==> src/gsoc_pkg.sv <==
`default_nettype none
package gsoc_pkg;
  // indicator colour codes
  localparam logic [2:0] LED_OFF = 3'h0;
  localparam logic [2:0] LED_YELLOW = 3'h1;
  localparam logic [2:0] LED_GREEN = 3'h2;
  localparam logic [2:0] LED_RED = 3'h3;
  localparam logic [2:0] LED_PURPLE = 3'h4;
  // timing
  localparam int CLK_HZ = 40000000;
  localparam int FLASH_MS = 250;
  localparam int FLASH_CYC = (CLK_HZ / 1000) * FLASH_MS;
  localparam int FEEDBACK_MS = 100;
  localparam int FEEDBACK_CYC = (CLK_HZ / 1000) * FEEDBACK_MS;
  localparam int SELFTEST_MS = 1000;
  localparam int SELFTEST_CYC = (CLK_HZ / 1000) * SELFTEST_MS;
  localparam int CNT_W = 32;
  // error codes on the indicator
  localparam logic [1:0] ERR_NONE = 2'h0;
  localparam logic [1:0] ERR_OUTPUT = 2'h1;
  localparam logic [1:0] ERR_FEEDBACK = 2'h2;
  localparam logic [1:0] ERR_SUPPLY = 2'h3;
  localparam int CHAIN_MAX = 32;
  typedef enum {GSOC_OUTSIDE, GSOC_SAFE, GSOC_LIMIT, GSOC_PAIRING, GSOC_ERROR} gsoc_state_e;
endpackage : gsoc_pkg
`default_nettype wire

==> src/gsoc_top.sv <==
// Summary of operation
// outputs on only with inputs and safe zone
// after reset outputs off, steady yellow
// safe zone entry enables outputs, steady green
// limit zone keeps outputs on, hysteresis
// limit zone with outputs shows flashing yellow
// leaving limit zone disables outputs, yellow
// supervise supply, run cyclic self-tests
// check outputs for faults while switching
// feedback must change coherently with outputs
// feedback is relay NC contact state
// pairing input starts actuator re-pairing
// signal output follows guard closed, variant polarity
// inverted: signal active when actuator removed
// evaluator monitors last sensor outputs
// feedback variant terminates chain of 32
// indicator shows sub-function states
// errors give red coded indicator
// pairing shows purple indicator
// faults force outputs off until cleared
`default_nettype none
module gsoc_top #(
  parameter int FLASH_CYCLES = gsoc_pkg::FLASH_CYC,
  parameter int FEEDBACK_CYCLES = gsoc_pkg::FEEDBACK_CYC,
  parameter int SELFTEST_CYCLES = gsoc_pkg::SELFTEST_CYC
) (
  input wire logic sys_clk, // 40 MHz
  input wire logic reset_n, // sync, active low
  input wire logic safety_in_a, // upstream channel a
  input wire logic safety_in_b, // upstream channel b
  input wire logic inputs_present, // variant has safety inputs
  input wire logic in_safe_zone, // actuator in safe zone
  input wire logic in_limit_zone, // actuator in limit zone
  input wire logic supply_ok, // supply monitor level
  input wire logic selftest_pass, // internal test result
  input wire logic out_readback_a, // sensed level of out a
  input wire logic out_readback_b, // sensed level of out b
  input wire logic feedback_en, // contact monitoring variant
  input wire logic contact_feedback_in, // relay nc contacts, high = relays released
  input wire logic pairing_en, // programming input variant
  input wire logic pairing_request_in, // programming input
  input wire logic pairing_done, // identification finished
  input wire logic signal_invert, // inverted signalling variant
  input wire logic signal_active_closed, // standard polarity choice
  input wire logic fault_clear, // clears latched error
  output logic safety_out_a, // safety output a
  output logic safety_out_b, // safety output b
  output logic signal_out, // signalling output
  output logic pairing_active, // re-pairing in progress
  output logic selftest_req, // one-cycle self-test pulse
  output logic [2:0] led_colour, // indicator colour
  output logic [1:0] err_code // latched error type
);
  gsoc_pkg::gsoc_state_e state_q, state_d;
  logic outs_q, outs_d;
  logic sig_q, sig_d;
  logic [1:0] err_q, err_d;
  logic [2:0] led_q, led_d;
  logic [31:0] flash_q, flash_d;
  logic blink_q, blink_d;
  logic [31:0] fb_q, fb_d;
  logic [31:0] st_q, st_d;
  logic st_pulse_q, st_pulse_d;
  logic pair_req_q, pair_req_d;

  // variants without safety inputs behave as if both channels were good
  function automatic logic inputs_ok(input logic pres, input logic a, input logic b);
    inputs_ok = !pres || (a && b);
  endfunction : inputs_ok

  function automatic logic zone_held(input logic safe, input logic limit);
    zone_held = safe || limit;
  endfunction : zone_held

  logic in_ok;
  logic out_fault;
  logic fb_fault;
  logic sup_fault;
  logic pair_rise;

  always_comb begin
    in_ok = inputs_ok(inputs_present, safety_in_a, safety_in_b);
    // readback must match the commanded level on both channels
    out_fault = (out_readback_a != outs_q) || (out_readback_b != outs_q);
    // feedback closed contacts mean relays released; must track outputs within a window
    fb_fault = feedback_en && (fb_q >= 32'(FEEDBACK_CYCLES));
    sup_fault = !supply_ok || (st_pulse_q && !selftest_pass);
    // history resets low, the idle level of the pin, so no false start after reset
    pair_rise = pairing_en && pairing_request_in && !pair_req_q;
  end

  // main position and output control
  always_comb begin
    state_d = state_q;
    err_d = err_q;
    outs_d = 1'b0;
    case (state_q)
      gsoc_pkg::GSOC_OUTSIDE: begin
        if (in_safe_zone && in_ok) begin
          state_d = gsoc_pkg::GSOC_SAFE;
        end
      end
      gsoc_pkg::GSOC_SAFE: begin
        // drop with the state change, not one cycle after it
        outs_d = in_ok && zone_held(in_safe_zone, in_limit_zone);
        if (!in_ok) begin
          state_d = gsoc_pkg::GSOC_OUTSIDE;
        end else if (!in_safe_zone) begin
          state_d = in_limit_zone ? gsoc_pkg::GSOC_LIMIT : gsoc_pkg::GSOC_OUTSIDE;
        end
      end
      gsoc_pkg::GSOC_LIMIT: begin
        // hysteresis: limit zone alone keeps the outputs up
        outs_d = in_ok && zone_held(in_safe_zone, in_limit_zone);
        if (!in_ok || !(in_limit_zone || in_safe_zone)) begin
          state_d = gsoc_pkg::GSOC_OUTSIDE;
        end else if (in_safe_zone) begin
          state_d = gsoc_pkg::GSOC_SAFE;
        end
      end
      gsoc_pkg::GSOC_PAIRING: begin
        if (pairing_done) begin
          state_d = gsoc_pkg::GSOC_OUTSIDE;
        end
      end
      gsoc_pkg::GSOC_ERROR: begin
        // leave only once every fault source is gone
        if (fault_clear && !sup_fault && !fb_fault && !(out_readback_a || out_readback_b)) begin
          state_d = gsoc_pkg::GSOC_OUTSIDE;
          err_d = gsoc_pkg::ERR_NONE;
        end
      end
      default: state_d = gsoc_pkg::GSOC_OUTSIDE;
    endcase
    if (state_d != gsoc_pkg::GSOC_ERROR && state_q != gsoc_pkg::GSOC_ERROR) begin
      if (pair_rise && state_q != gsoc_pkg::GSOC_PAIRING) begin
        state_d = gsoc_pkg::GSOC_PAIRING;
        outs_d = 1'b0;
      end
      // faults win over a pairing request raised in the same cycle
      if (sup_fault || out_fault || fb_fault) begin
        state_d = gsoc_pkg::GSOC_ERROR;
        outs_d = 1'b0;
        err_d = sup_fault ? gsoc_pkg::ERR_SUPPLY :
                out_fault ? gsoc_pkg::ERR_OUTPUT : gsoc_pkg::ERR_FEEDBACK;
      end
    end
  end

  // indicator, signalling, timers
  always_comb begin
    flash_d = (flash_q >= 32'(FLASH_CYCLES - 1)) ? 32'h0 : flash_q + 32'h1;
    blink_d = (flash_q >= 32'(FLASH_CYCLES - 1)) ? !blink_q : blink_q;
    // self-test keeps running in every state, error included
    st_pulse_d = (st_q >= 32'(SELFTEST_CYCLES - 1));
    st_d = st_pulse_d ? 32'h0 : st_q + 32'h1;
    pair_req_d = pairing_en && pairing_request_in;
    // contact should be closed when outputs off, open when on
    if (feedback_en && (contact_feedback_in == outs_q)) begin
      // saturating, so a stuck contact never wraps back to zero
      fb_d = (fb_q >= 32'(FEEDBACK_CYCLES)) ? fb_q : fb_q + 32'h1;
    end else begin
      fb_d = 32'h0;
    end
    case (state_d)
      gsoc_pkg::GSOC_SAFE: led_d = gsoc_pkg::LED_GREEN;
      gsoc_pkg::GSOC_LIMIT: led_d = blink_q ? gsoc_pkg::LED_YELLOW : gsoc_pkg::LED_OFF;
      gsoc_pkg::GSOC_PAIRING: led_d = gsoc_pkg::LED_PURPLE;
      gsoc_pkg::GSOC_ERROR: begin
        // error type shown as red alternating with a code colour, steady red for a supply error
        led_d = (blink_q || err_d == gsoc_pkg::ERR_SUPPLY) ? gsoc_pkg::LED_RED :
                (err_d == gsoc_pkg::ERR_OUTPUT ? gsoc_pkg::LED_YELLOW :
                gsoc_pkg::LED_GREEN);
      end
      default: led_d = gsoc_pkg::LED_YELLOW;
    endcase
    // inverted variant also proves the wiring: high only with outputs off
    if (signal_invert) begin
      sig_d = !outs_d && (state_d == gsoc_pkg::GSOC_OUTSIDE);
    end else begin
      sig_d = outs_d ? signal_active_closed : !signal_active_closed;
    end
  end

  // one register bank; every next value comes from the comb blocks above
  always_ff @(posedge sys_clk) begin
    if (!reset_n) begin
      state_q <= gsoc_pkg::GSOC_OUTSIDE;
      outs_q <= 1'b0;
      sig_q <= 1'b0;
      err_q <= gsoc_pkg::ERR_NONE;
      led_q <= gsoc_pkg::LED_YELLOW;
      flash_q <= 32'h0;
      blink_q <= 1'b0;
      fb_q <= 32'h0;
      st_q <= 32'h0;
      st_pulse_q <= 1'b0;
      pair_req_q <= 1'b0;
    end else begin
      state_q <= state_d;
      outs_q <= outs_d;
      sig_q <= sig_d;
      err_q <= err_d;
      led_q <= led_d;
      flash_q <= flash_d;
      blink_q <= blink_d;
      fb_q <= fb_d;
      st_q <= st_d;
      st_pulse_q <= st_pulse_d;
      pair_req_q <= pair_req_d;
    end
  end

  // both channels share one command; redundancy lives in the readback check
  assign safety_out_a = outs_q;
  assign safety_out_b = outs_q;
  assign signal_out = sig_q;
  assign pairing_active = (state_q == gsoc_pkg::GSOC_PAIRING);
  assign selftest_req = st_pulse_q;
  assign led_colour = led_q;
  assign err_code = err_q;
endmodule : gsoc_top
`default_nettype wire

==> config.mk <==
export PLATFORM = sky130hd
export DESIGN_NAME = gsoc_top
export DESIGN_NICKNAME = d
export VERILOG_FILES = /design/src/gsoc_pkg.sv /design/src/gsoc_top.sv
export SDC_FILE = /design/constraint.sdc
export NUM_CORES = 1
export LEC_CHECK = 0
export ABC_CLOCK_PERIOD_IN_PS = 5110
export BUFFER_PORTS_ARGS = -buffer_cell sky130_fd_sc_hd__buf_2
export CAP_MARGIN = 10
export CORE_MARGIN = 5
export CORE_UTILIZATION = 45
export DETAILED_ROUTE_END_ITERATION = 7
export MAX_ROUTING_LAYER = met4
export SLEW_MARGIN = 15
export SYNTH_ARGS = -nofsm -noshare
export SYNTH_HDL_FRONTEND = slang
export SYNTH_SLANG_ARGS = --single-unit
==> constraint.sdc <==
create_clock -name sys_clk -period 5.11 [get_ports sys_clk]
set_input_delay 1.022 -clock sys_clk [delete_from_list [all_inputs] [get_ports sys_clk]]
set_output_delay 1.022 -clock sys_clk [all_outputs]
set_load 0.01 [all_outputs]
==> flow_results.xml, run 1 <==
<?xml version="1.0" encoding="UTF-8"?>
<metrics>
  <group name="floorplanning">
    <metric name="chipHeight" unit="µm">117</metric>
    <metric name="boundaryPins" unit="">29</metric>
    <metric name="coreArea" unit="µm²">11400</metric>
    <metric name="rows" unit="">39</metric>
    <metric name="fp.dieArea" unit="µm²">13800</metric>
    <metric name="initial_core_util" unit="%">45.6</metric>
    <metric name="die_x" unit="µm">117</metric>
  </group>
  <group name="yosys">
    <metric name="synth_area_per_inst" unit="µm²">9.56</metric>
    <metric name="ys_top_cells_by_area" unit="">sky130_fd_sc_hd__dfxtp_1 (53%), sky130_fd_sc_hd__xnor2_1 (5.7%), sky130_fd_sc_hd__nor2_1 (5.4%)</metric>
    <metric name="synth.lib_cells_used.distinct" unit="">58</metric>
    <metric name="ys.flop_type" unit="">sky130_fd_sc_hd__dfxtp_1</metric>
    <metric name="postSynthRegisterBits" unit="">138</metric>
    <metric name="synth.top_cells.by_count" unit="">sky130_fd_sc_hd__dfxtp_1 (138), sky130_fd_sc_hd__nor2_1 (74), sky130_fd_sc_hd__nand2_1 (45), sky130_fd_sc_hd__nor3_1 (35), sky130_fd_sc_hd__xnor2_1 (34)</metric>
    <metric name="yosys_warnings" unit="">0</metric>
    <metric name="netlist_instances" unit="">542</metric>
    <metric name="syn_area" unit="µm²">5180</metric>
    <metric name="synth_enable_flop_cells" unit="">0</metric>
    <metric name="netlist.area_leader.share" unit="%">53.3</metric>
    <metric name="synthArstFlopShare" unit="%">0</metric>
    <metric name="synth_most_common_cell" unit="">sky130_fd_sc_hd__dfxtp_1</metric>
    <metric name="synth-seq-area-share" unit="%">53.3</metric>
    <metric name="synth_top_cell_by_area" unit="">sky130_fd_sc_hd__dfxtp_1</metric>
  </group>
  <group name="cells_and_area">
    <metric name="antenna_cells_inserted" unit="">0</metric>
    <metric name="nFillCells" unit="">1033</metric>
    <metric name="layout.nets" unit="">641</metric>
    <metric name="synthToLayoutAreaGrowth" unit="%">19.2</metric>
    <metric name="multiInputGateArea" unit="µm²">2460</metric>
    <metric name="layout.area.seq" unit="µm²">2760</metric>
    <metric name="final_layout_size_suffix_gt1_share" unit="%">11.9</metric>
  </group>
  <group name="clocking">
    <metric name="tritoncts" unit="">done</metric>
    <metric name="clock_latency" unit="ps">420</metric>
    <metric name="postCtsSetupBuffers" unit="">0</metric>
    <metric name="cts_repair_resize_count" unit="">0</metric>
    <metric name="h-tree-depth" unit="">4</metric>
    <metric name="library_cell_used_as_clock_root_buffer" unit="">sky130_fd_sc_hd__clkbuf_16</metric>
    <metric name="cts.path.max_buffers" unit="">2</metric>
    <metric name="worst_setup_hold_path_clk_slew" unit="ps">60</metric>
    <metric name="cts-hold-fix-buffers" unit="">0</metric>
    <metric name="cts_inserted_buffers" unit="">17</metric>
    <metric name="cts.sinks" unit="">138</metric>
  </group>
  <group name="sta">
    <metric name="hold_viol_final" unit="">0</metric>
    <metric name="timing.max_slew.rel_slack" unit="%">27.9</metric>
    <metric name="period_share" unit="%">55.6</metric>
    <metric name="setup_viol_count_final" unit="">0</metric>
    <metric name="timing.hold.ws" unit="ps">458</metric>
    <metric name="finalClockSkew" unit="ps">4.78</metric>
    <metric name="tightestPinTransition" unit="ps">1080</metric>
    <metric name="slew_violations" unit="">0</metric>
    <metric name="rsz0062_at_grt" unit="">false</metric>
    <metric name="fin_setup_tns" unit="ps">0</metric>
    <metric name="maxClockFrequency" unit="GHz">0.352</metric>
    <metric name="final.min_clock_period" unit="ps">2840</metric>
  </group>
  <group name="min_path">
    <metric name="hp-class" unit="">flop to flop</metric>
    <metric name="timing.hold.worst_path_depth" unit="">1</metric>
  </group>
  <group name="worst_setup_path">
    <metric name="worstPathRequired" unit="ps">4090</metric>
    <metric name="critical_path_class" unit="">flop to output pin</metric>
    <metric name="critical_path.endpoint_type" unit="">output pin</metric>
    <metric name="cp.arrival" unit="ps">1820</metric>
    <metric name="critPathMaxFanout" unit="">3</metric>
    <metric name="cpMostUsedCell" unit="">sky130_fd_sc_hd__nor4_1</metric>
    <metric name="timing.critical_path.cells" unit="">nor4_1 &gt; nand4_1 &gt; nor4_1 &gt; buf_2</metric>
    <metric name="critical_path.max_stage_delay" unit="ps">370</metric>
    <metric name="reg2reg_depth" unit="">8</metric>
    <metric name="critical_path.startpoint_type" unit="">flop</metric>
    <metric name="critical_path.slowest_cell" unit="">sky130_fd_sc_hd__nor4_1</metric>
  </group>
  <group name="route">
    <metric name="routedWlPerCell" unit="µm">12.2</metric>
    <metric name="drtPass1Iterations" unit="">5</metric>
    <metric name="detail_route.drc_violations" unit="">0</metric>
    <metric name="drt_first_iter_violations" unit="">173</metric>
    <metric name="routed_wl" unit="mm">9.42</metric>
    <metric name="drtAntennaViolNets" unit="">0</metric>
    <metric name="dr_total_vias" unit="">3764</metric>
    <metric name="via_per_inst" unit="">4.86</metric>
  </group>
  <group name="grt">
    <metric name="first_global_vias" unit="">3751</metric>
    <metric name="grt_first_pass_wirelength" unit="mm">16.8</metric>
    <metric name="global_route_usage_over_all_layers" unit="%">15.3</metric>
    <metric name="globalRoute.totalOverflow" unit="">0</metric>
    <metric name="number_of_antenna_violations_at_the_first_check_in_global_routing" unit="">0</metric>
    <metric name="grt_start_max_net_pins" unit="">32</metric>
  </group>
  <group name="placed_design">
    <metric name="hpwlAfterDp" unit="mm">6.47</metric>
    <metric name="buffer_ports.inserted" unit="">28</metric>
    <metric name="place_congestion" unit="">0.786</metric>
  </group>
  <group name="power_and_ir_drop">
    <metric name="ir_drop" unit="V">0.000279</metric>
    <metric name="leakagePower" unit="nW">2.36</metric>
    <metric name="pwr_density_cell" unit="nW/µm²">375</metric>
  </group>
  <group name="outcome">
    <metric name="run_status" unit="">finished clean</metric>
  </group>
  <group name="flow_run">
    <metric name="cap_viol_max_count" unit="">0</metric>
  </group>
</metrics>
path summary, 6_finish.rpt:
path / slack [ps] / to / start
worst max-delay path: 2270 / pairing_active / state_q[22]$_SDFF_PN0_
worst min-delay path: 460 / fb_q[26]$_SDFFE_PN0P_ / fb_q[26]$_SDFFE_PN0P_
worst max register to register: 2490 / st_q[11]$_SDFF_PP0_ / st_q[0]$_SDFF_PP0_
worst min register to register: 460 / fb_q[26]$_SDFFE_PN0P_ / fb_q[26]$_SDFFE_PN0P_
cell type report:
type	instances	area share (%)
clock inverter	14	2.23
multi-input combinational	418	39.9
timing repair buffer	28	2.27
tap	143	2.90
clock buffer	18	7.11
inverter	15	0.911
sequential	138	44.7
power breakdown:
| group | total, mW | internal, mW | switching, mW |
|---|---|---|---|
| sequential | 1.11 | 1.10 | 0.00751 |
| clock | 1.17 | 0.691 | 0.475 |
| combinational | 0.0461 | 0.0167 | 0.0294 |
| total | 2.32 | 1.81 | 0.512 |
stage by stage:
stage	setup WS (ps)	std cells	area, µm²	power [mW]	utilization (%)
floorplan	2690	584	5340	1.16	-
finish	2270	774	6180	2.32	54.4
detailed placement	2090	742	5600	1.18	49.3
CTS	2220	774	6180	2.35	54.4
global route	2120	774	6180	2.42	54.4
global placement	2150	742	5600	1.18	49.3
sequential cells by signal, indices dropped and copies added, names as in the netlist:
signal and flops:
fb_q 32, flash_q 32, st_q 32, state_q 32, led_colour 3, err_code 2
blink_q 1, pair_req_q 1, safety_out_a 1, selftest_req 1, signal_out 1
critical path: cells and delay by family, from the launching register on:
kind,cells,cell delay [ps]
simple gates,3,930
buf+inv,1,180
flops,1,300
cells in the final DEF, fill, tap and decap left out, types with 6 or more instances in the layout:
cell	n
sky130_fd_sc_hd__nor3_1	35
sky130_fd_sc_hd__nand3_1	23
sky130_fd_sc_hd__a21oi_1	7
sky130_fd_sc_hd__dfxtp_1	138
sky130_fd_sc_hd__xor2_1	29
sky130_fd_sc_hd__and2_1	14
sky130_fd_sc_hd__nor2_1	74
sky130_fd_sc_hd__nor4_1	11
sky130_fd_sc_hd__buf_2	28
sky130_fd_sc_hd__clkbuf_16	17
sky130_fd_sc_hd__and3_1	21
sky130_fd_sc_hd__o21ai_0	6
sky130_fd_sc_hd__inv_1	15
sky130_fd_sc_hd__xnor2_1	34
sky130_fd_sc_hd__conb_1	43
sky130_fd_sc_hd__nand4_1	10
sky130_fd_sc_hd__nand2_1	45
cell families after synthesis:
| group | after synthesis | share of synthesized area, % |
|---|---|---|
| mux | 2 | 0.410 |
| xor+xnor | 63 | 10.6 |
| other cells | 1 | 0.0723 |
| simple gates | 265 | 26.3 |
| flops | 138 | 53.3 |
| fa+ha+maj | 5 | 1.16 |
| compound gates | 40 | 5.94 |
| buf+inv | 28 | 2.20 |
metal layers:
metal,global-route usage (%),up-vias,share of wire (%)
met4,7.25,0,2.5
li1,-,1962,-
met3,5.92,17,3.9
met5,-,-,0
met1,17.0,1736,46
met2,24.1,49,48
Power figures use the tool's default switching activity.
==> inputs of run 2 (changes only) <==
--- a/config.mk
+++ b/config.mk
@@ -5,7 +5,7 @@
 export SDC_FILE = /design/constraint.sdc
 export NUM_CORES = 1
 export LEC_CHECK = 0
-export ABC_CLOCK_PERIOD_IN_PS = 5110
+export ABC_CLOCK_PERIOD_IN_PS = 2600
 export BUFFER_PORTS_ARGS = -buffer_cell sky130_fd_sc_hd__buf_2
 export CAP_MARGIN = 10
 export CORE_MARGIN = 5
==> constraint.sdc (replaced) <==
create_clock -name sys_clk -period 2.6 [get_ports sys_clk]
set_input_delay 0.52 -clock sys_clk [delete_from_list [all_inputs] [get_ports sys_clk]]
set_output_delay 0.52 -clock sys_clk [all_outputs]
set_load 0.01 [all_outputs]
==> run 2 against run 1 <==
Effect of this change: clock-buffer cell count did not move; non-clock buffer count rose by 7; global-route usage fell by 0.12 points; largest cell class unchanged.
==> flow_results.xml, run 2 (synthesis gave the netlist of run 1 again) <==
<?xml version="1.0" encoding="UTF-8"?>
<metrics>
  <group name="outcome">
    <metric name="run_status" unit="">finished clean</metric>
  </group>
  <group name="sta">
    <metric name="rsz0062_at_grt" unit="">false</metric>
    <metric name="maxClockFrequency" unit="GHz">0.438</metric>
    <metric name="timing.max_slew.rel_slack" unit="%">62.0</metric>
    <metric name="setup_viol_count_final" unit="">0</metric>
    <metric name="final.min_clock_period" unit="ps">2280</metric>
    <metric name="tightestPinTransition" unit="ps">570</metric>
    <metric name="fin_setup_tns" unit="ps">0</metric>
    <metric name="slew_violations" unit="">0</metric>
    <metric name="finalClockSkew" unit="ps">8.77</metric>
    <metric name="final.setup.worst_slack" unit="ps">315</metric>
    <metric name="period_share" unit="%">87.9</metric>
    <metric name="hold_viol_final" unit="">0</metric>
    <metric name="timing.hold.ws" unit="ps">398</metric>
  </group>
  <group name="clocking">
    <metric name="library_cell_used_as_clock_root_buffer" unit="">sky130_fd_sc_hd__clkbuf_16</metric>
    <metric name="cts.sinks" unit="">138</metric>
    <metric name="cts.path.max_buffers" unit="">2</metric>
    <metric name="postCtsSetupBuffers" unit="">0</metric>
    <metric name="tritoncts" unit="">done</metric>
    <metric name="cts_repair_resize_count" unit="">0</metric>
    <metric name="cts-hold-fix-buffers" unit="">0</metric>
    <metric name="cts_inserted_buffers" unit="">17</metric>
    <metric name="h-tree-depth" unit="">4</metric>
    <metric name="worst_setup_hold_path_clk_slew" unit="ps">60</metric>
    <metric name="clock_latency" unit="ps">410</metric>
  </group>
  <group name="worst_setup_path">
    <metric name="worstPathRequired" unit="ps">2930</metric>
    <metric name="timing.critical_path.cells" unit="">ha_1 &gt; nand3_1 &gt; o31ai_1 &gt; a31o_1 &gt; a211o_1 &gt; a211oi_1 &gt; o21ai_2 &gt; buf_4 &gt; nor3_1</metric>
    <metric name="critPathMaxFanout" unit="">17</metric>
    <metric name="r2r_start" unit="">st_q[0]$_SDFF_PP0_</metric>
    <metric name="critical_path.startpoint_type" unit="">flop</metric>
    <metric name="critical_path_class" unit="">flop to flop</metric>
    <metric name="critical_path.startpoint" unit="">st_q[0]$_SDFF_PP0_</metric>
    <metric name="cp.arrival" unit="ps">2620</metric>
    <metric name="critical_path.slowest_cell" unit="">sky130_fd_sc_hd__dfxtp_1</metric>
    <metric name="critical_path.max_stage_delay" unit="ps">330</metric>
    <metric name="critical_path.endpoint_type" unit="">flop</metric>
  </group>
  <group name="floorplanning">
    <metric name="die_x" unit="µm">117</metric>
    <metric name="boundaryPins" unit="">29</metric>
    <metric name="initial_core_util" unit="%">45.6</metric>
    <metric name="chipHeight" unit="µm">117</metric>
    <metric name="coreArea" unit="µm²">11400</metric>
    <metric name="fp.dieArea" unit="µm²">13800</metric>
    <metric name="rows" unit="">39</metric>
  </group>
  <group name="route">
    <metric name="via_per_inst" unit="">4.87</metric>
    <metric name="drtAntennaViolNets" unit="">0</metric>
    <metric name="routed_wl" unit="mm">9.51</metric>
    <metric name="routedWlPerCell" unit="µm">12.2</metric>
    <metric name="drt_first_iter_violations" unit="">168</metric>
    <metric name="drtPass1Iterations" unit="">5</metric>
    <metric name="detail_route.drc_violations" unit="">0</metric>
    <metric name="dr_total_vias" unit="">3805</metric>
  </group>
  <group name="power_and_ir_drop">
    <metric name="ir_drop" unit="V">0.000701</metric>
    <metric name="leakagePower" unit="nW">2.41</metric>
    <metric name="pwr_density_cell" unit="nW/µm²">743</metric>
    <metric name="power.total" unit="mW">4.65</metric>
  </group>
  <group name="grt">
    <metric name="grt_first_pass_wirelength" unit="mm">16.8</metric>
    <metric name="grt_start_max_net_pins" unit="">30</metric>
    <metric name="global_route_usage_over_all_layers" unit="%">15.2</metric>
    <metric name="globalRoute.totalOverflow" unit="">0</metric>
    <metric name="number_of_antenna_violations_at_the_first_check_in_global_routing" unit="">0</metric>
    <metric name="first_global_vias" unit="">3763</metric>
  </group>
  <group name="placed_design">
    <metric name="buffer_ports.inserted" unit="">28</metric>
    <metric name="dp_cells" unit="">749</metric>
    <metric name="hpwlAfterDp" unit="mm">6.68</metric>
    <metric name="detailedPlace.worstSlack" unit="ps">274</metric>
    <metric name="place_congestion" unit="">0.785</metric>
  </group>
  <group name="min_path">
    <metric name="min-delay-start" unit="">pairing_request_in</metric>
    <metric name="hp-class" unit="">primary input to flop</metric>
  </group>
  <group name="cells_and_area">
    <metric name="mostFrequentLayoutCell" unit="">sky130_fd_sc_hd__dfxtp_1</metric>
    <metric name="layout.nets" unit="">648</metric>
    <metric name="most_frequent_cells_in_the_layout" unit="">sky130_fd_sc_hd__dfxtp_1 (138), sky130_fd_sc_hd__nor2_1 (74), sky130_fd_sc_hd__nand2_1 (45)</metric>
    <metric name="antenna_cells_inserted" unit="">0</metric>
    <metric name="non_filler_instances" unit="">781</metric>
    <metric name="final_layout_size_suffix_gt1_share" unit="%">12.7</metric>
    <metric name="synthToLayoutAreaGrowth" unit="%">20.5</metric>
  </group>
  <group name="flow_run">
    <metric name="cap_viol_max_count" unit="">0</metric>
  </group>
</metrics>
run 2: worst paths after layout:
check,to,slack [ps],cells past startpoint
min reg2reg,fb_q[21]$_SDFFE_PN0P_,460,2
max reg2reg,st_q[8]$_SDFF_PP0_,320,9
min,pair_req_q$_SDFF_PN0_,400,3
max,st_q[8]$_SDFF_PP0_,320,9
run 2: metrics by stage:
step / cell area [µm²] / util [%]
after floorplan: 5340 / -
after global placement: 5660 / 49.7
after detailed placement: 5660 / 49.7
final: 6250 / 55.0
after CTS: 6250 / 55.0
after global routing: 6250 / 55.0
run 2: routing by layer:
metal	up-vias	wire length [µm]	global-route usage, %
li1	1980	-	-
met1	1776	4410	17.4
met2	36	4710	24.9
met3	13	218	3.90
met4	0	172	6.96
met5	-	0	-
run 2: area by class of cell:
| cell class | count | area, µm² |
|---|---|---|
| tap | 143 | 179 |
| fill | 1046 | 5120 |
| timing repair buffer | 35 | 193 |
| clock buffer | 18 | 429 |
| multi-input combinational | 418 | 2460 |
| sequential | 138 | 2760 |
| clock inverter | 14 | 164 |
| inverter | 15 | 56.3 |
run 2: worst max-delay path, delay by kind of cell, from the launching register on:
kind                       cells  cell delay (ps)
adders and majority gates      1              230
AOI/OAI and AO/OA              5             1060
buffers and inverters          1              250
and+or+nand+nor                2              320
DFF                            1              330
run 2: report_power, final:
| group | switching, mW | leakage (nW) | internal, mW | total (mW) |
|---|---|---|---|---|
| combinational | 0.0590 | 0.992 | 0.0361 | 0.0951 |
| clock | 0.937 | 0.286 | 1.44 | 2.37 |
| sequential | 0.0149 | 1.13 | 2.16 | 2.18 |
| total | 1.01 | 2.41 | 3.63 | 4.65 |
==> inputs of run 3 (changes only) <==
--- a/config.mk
+++ b/config.mk
@@ -12,6 +12,7 @@
 export CORE_UTILIZATION = 45
 export DETAILED_ROUTE_END_ITERATION = 7
 export MAX_ROUTING_LAYER = met4
+export REMOVE_ABC_BUFFERS = 1
 export SLEW_MARGIN = 15
 export SYNTH_ARGS = -nofsm -noshare
 export SYNTH_HDL_FRONTEND = slang
==> run 3 against run 2 <==
Effect of this change: critical path depth shrank 5; combinational power is essentially flat; highest routed layer unchanged; clock skew shrank 2.2 ps; setup slack gained 16 ps; routed wire length shrank 1.6%; sequential power is essentially flat; cell count shrank 0.13%; non-clock buffer count is the same; core utilization grew 0.33 points; power grew 2.1%; worst hold slack lost 21 ps.
==> flow_results.xml, run 3 (synthesis gave the netlist of run 1 again) <==
<?xml version="1.0" encoding="UTF-8"?>
<metrics>
  <group name="route">
    <metric name="drtPass1Iterations" unit="">4</metric>
    <metric name="via_per_inst" unit="">4.80</metric>
    <metric name="drtAntennaViolNets" unit="">0</metric>
    <metric name="drt_first_iter_violations" unit="">207</metric>
    <metric name="dr_total_vias" unit="">3741</metric>
    <metric name="routedWlPerCell" unit="µm">12.0</metric>
    <metric name="routed_wl" unit="mm">9.35</metric>
    <metric name="detail_route.drc_violations" unit="">0</metric>
  </group>
  <group name="cells_and_area">
    <metric name="final_layout_size_suffix_gt1_share" unit="%">12.4</metric>
    <metric name="antenna_cells_inserted" unit="">0</metric>
    <metric name="most_frequent_cells_in_the_layout" unit="">sky130_fd_sc_hd__dfxtp_1 (138), sky130_fd_sc_hd__nor2_1 (74), sky130_fd_sc_hd__nand2_1 (45)</metric>
    <metric name="layout.area.seq" unit="µm²">2760</metric>
    <metric name="multiInputGateArea" unit="µm²">2460</metric>
    <metric name="mostFrequentLayoutCell" unit="">sky130_fd_sc_hd__dfxtp_1</metric>
    <metric name="synthToLayoutAreaGrowth" unit="%">21.3</metric>
    <metric name="nFillCells" unit="">1019</metric>
    <metric name="layout.nets" unit="">648</metric>
  </group>
  <group name="worst_setup_path">
    <metric name="critical_path_class" unit="">flop to output pin</metric>
    <metric name="crit_path_end" unit="">pairing_active</metric>
    <metric name="cp.arrival" unit="ps">1750</metric>
    <metric name="critical_path.endpoint_type" unit="">output pin</metric>
    <metric name="r2r_start" unit="">st_q[0]$_SDFF_PP0_</metric>
    <metric name="critical_path.startpoint_type" unit="">flop</metric>
    <metric name="r2r-end" unit="">st_q[15]$_SDFF_PP0_</metric>
    <metric name="reg2reg_depth" unit="">9</metric>
    <metric name="worstPathRequired" unit="ps">2080</metric>
    <metric name="critical_path.startpoint" unit="">state_q[29]$_SDFF_PN0_</metric>
    <metric name="critPathMaxFanout" unit="">3</metric>
    <metric name="rrSetupSlack" unit="ps">360</metric>
  </group>
  <group name="power_and_ir_drop">
    <metric name="power.total" unit="mW">4.74</metric>
    <metric name="leakagePower" unit="nW">2.42</metric>
    <metric name="ir_drop" unit="V">0.000511</metric>
    <metric name="pwr_density_cell" unit="nW/µm²">755</metric>
  </group>
  <group name="clocking">
    <metric name="cts_repair_resize_count" unit="">0</metric>
    <metric name="cts.sinks" unit="">138</metric>
    <metric name="cts-hold-fix-buffers" unit="">0</metric>
    <metric name="h-tree-depth" unit="">4</metric>
    <metric name="tritoncts" unit="">done</metric>
    <metric name="library_cell_used_as_clock_root_buffer" unit="">sky130_fd_sc_hd__clkbuf_16</metric>
    <metric name="worst_setup_hold_path_clk_slew" unit="ps">60</metric>
    <metric name="clock_latency" unit="ps">410</metric>
    <metric name="postCtsSetupBuffers" unit="">0</metric>
    <metric name="cts_inserted_buffers" unit="">17</metric>
    <metric name="cts.path.max_buffers" unit="">2</metric>
  </group>
  <group name="flow_run">
    <metric name="cap_viol_max_count" unit="">0</metric>
  </group>
  <group name="floorplanning">
    <metric name="initial_core_util" unit="%">45.6</metric>
    <metric name="fp.dieArea" unit="µm²">13800</metric>
    <metric name="die_x" unit="µm">117</metric>
    <metric name="chipHeight" unit="µm">117</metric>
    <metric name="rows" unit="">39</metric>
    <metric name="coreArea" unit="µm²">11400</metric>
    <metric name="boundaryPins" unit="">29</metric>
  </group>
  <group name="grt">
    <metric name="grt_first_pass_wirelength" unit="mm">16.8</metric>
    <metric name="first_global_vias" unit="">3828</metric>
    <metric name="number_of_antenna_violations_at_the_first_check_in_global_routing" unit="">0</metric>
    <metric name="globalRoute.totalOverflow" unit="">0</metric>
    <metric name="grt_start_max_net_pins" unit="">28</metric>
    <metric name="global_route_usage_over_all_layers" unit="%">15.1</metric>
  </group>
  <group name="sta">
    <metric name="rsz0062_at_grt" unit="">false</metric>
    <metric name="timing.max_slew.rel_slack" unit="%">64.8</metric>
    <metric name="finalClockSkew" unit="ps">6.54</metric>
    <metric name="tightestPinTransition" unit="ps">527</metric>
    <metric name="maxClockFrequency" unit="GHz">0.441</metric>
    <metric name="final.min_clock_period" unit="ps">2270</metric>
    <metric name="fin_setup_tns" unit="ps">0</metric>
    <metric name="hold_viol_final" unit="">0</metric>
    <metric name="setup_viol_count_final" unit="">0</metric>
    <metric name="period_share" unit="%">87.2</metric>
    <metric name="slew_violations" unit="">0</metric>
  </group>
  <group name="placed_design">
    <metric name="buffer_ports.inserted" unit="">28</metric>
    <metric name="place_congestion" unit="">0.789</metric>
    <metric name="hpwlAfterDp" unit="mm">6.62</metric>
  </group>
  <group name="min_path">
    <metric name="hp-class" unit="">primary input to flop</metric>
    <metric name="timing.hold.worst_path_depth" unit="">3</metric>
  </group>
  <group name="outcome">
    <metric name="run_status" unit="">finished clean</metric>
  </group>
</metrics>
[run 3: critical path, stage by stage (launching register included)]
cell and delay (ps):
sky130_fd_sc_hd__dfxtp_1 300, sky130_fd_sc_hd__nor4_1 350, sky130_fd_sc_hd__nand4_1 220, sky130_fd_sc_hd__nor4_1 290
sky130_fd_sc_hd__buf_2 190
[run 3: final cells by class]
type,instances,share of cell area [%]
Clock inverter,11,2.73
Inverter,15,0.896
Multi-Input combinational cell,418,39.2
Timing Repair Buffer,35,3.26
Tap cell,143,2.85
Clock buffer,20,7.11
Sequential cell,138,43.9
[run 3: how the worst min path moves through the flow]
| stage | startpoint | end | slack (ps) |
|---|---|---|---|
| floorplan | fb_q[21]$_SDFFE_PN0P_ | fb_q[21]$_SDFFE_PN0P_ | 420 |
| CTS | pairing_request_in | pair_req_q$_SDFF_PN0_ | 350 |
| global route | pairing_en | pair_req_q$_SDFF_PN0_ | 390 |
| detailed placement | fb_q[21]$_SDFFE_PN0P_ | fb_q[21]$_SDFFE_PN0P_ | 450 |
| global placement | fb_q[21]$_SDFFE_PN0P_ | fb_q[21]$_SDFFE_PN0P_ | 430 |
| finish | pairing_request_in | pair_req_q$_SDFF_PN0_ | 380 |
[run 3: report_power, final]
part / switching [mW] / internal, mW / total (mW)
registers: 0.0138 / 2.16 / 2.18
logic: 0.0587 / 0.0366 / 0.0953
clock network: 0.850 / 1.62 / 2.47
total: 0.923 / 3.82 / 4.74
[run 3: metal layers]
layer / global-route usage [%] / wire length, µm / share of wire, % / vias to the layer above
met5: - / 0 / 0 / -
li1: - / - / - / 1983
met1: 17.9 / 4510 / 48 / 1703
met4: 5.58 / 91 / 0.97 / 0
met2: 23.5 / 4390 / 47 / 49
met3: 5.68 / 361 / 3.9 / 6
[run 3: stage by stage]
step	utilization [%]	hold slack [ps]	instance area, µm²	setup slack (ps)	cells
after CTS	55.3	353	6290	267	780
after global placement	49.9	432	5670	341	749
final	55.3	378	6290	332	780
after detailed placement	49.9	446	5670	340	749
after floorplan	-	422	5280	516	571
after global routing	55.3	392	6290	10.3	780
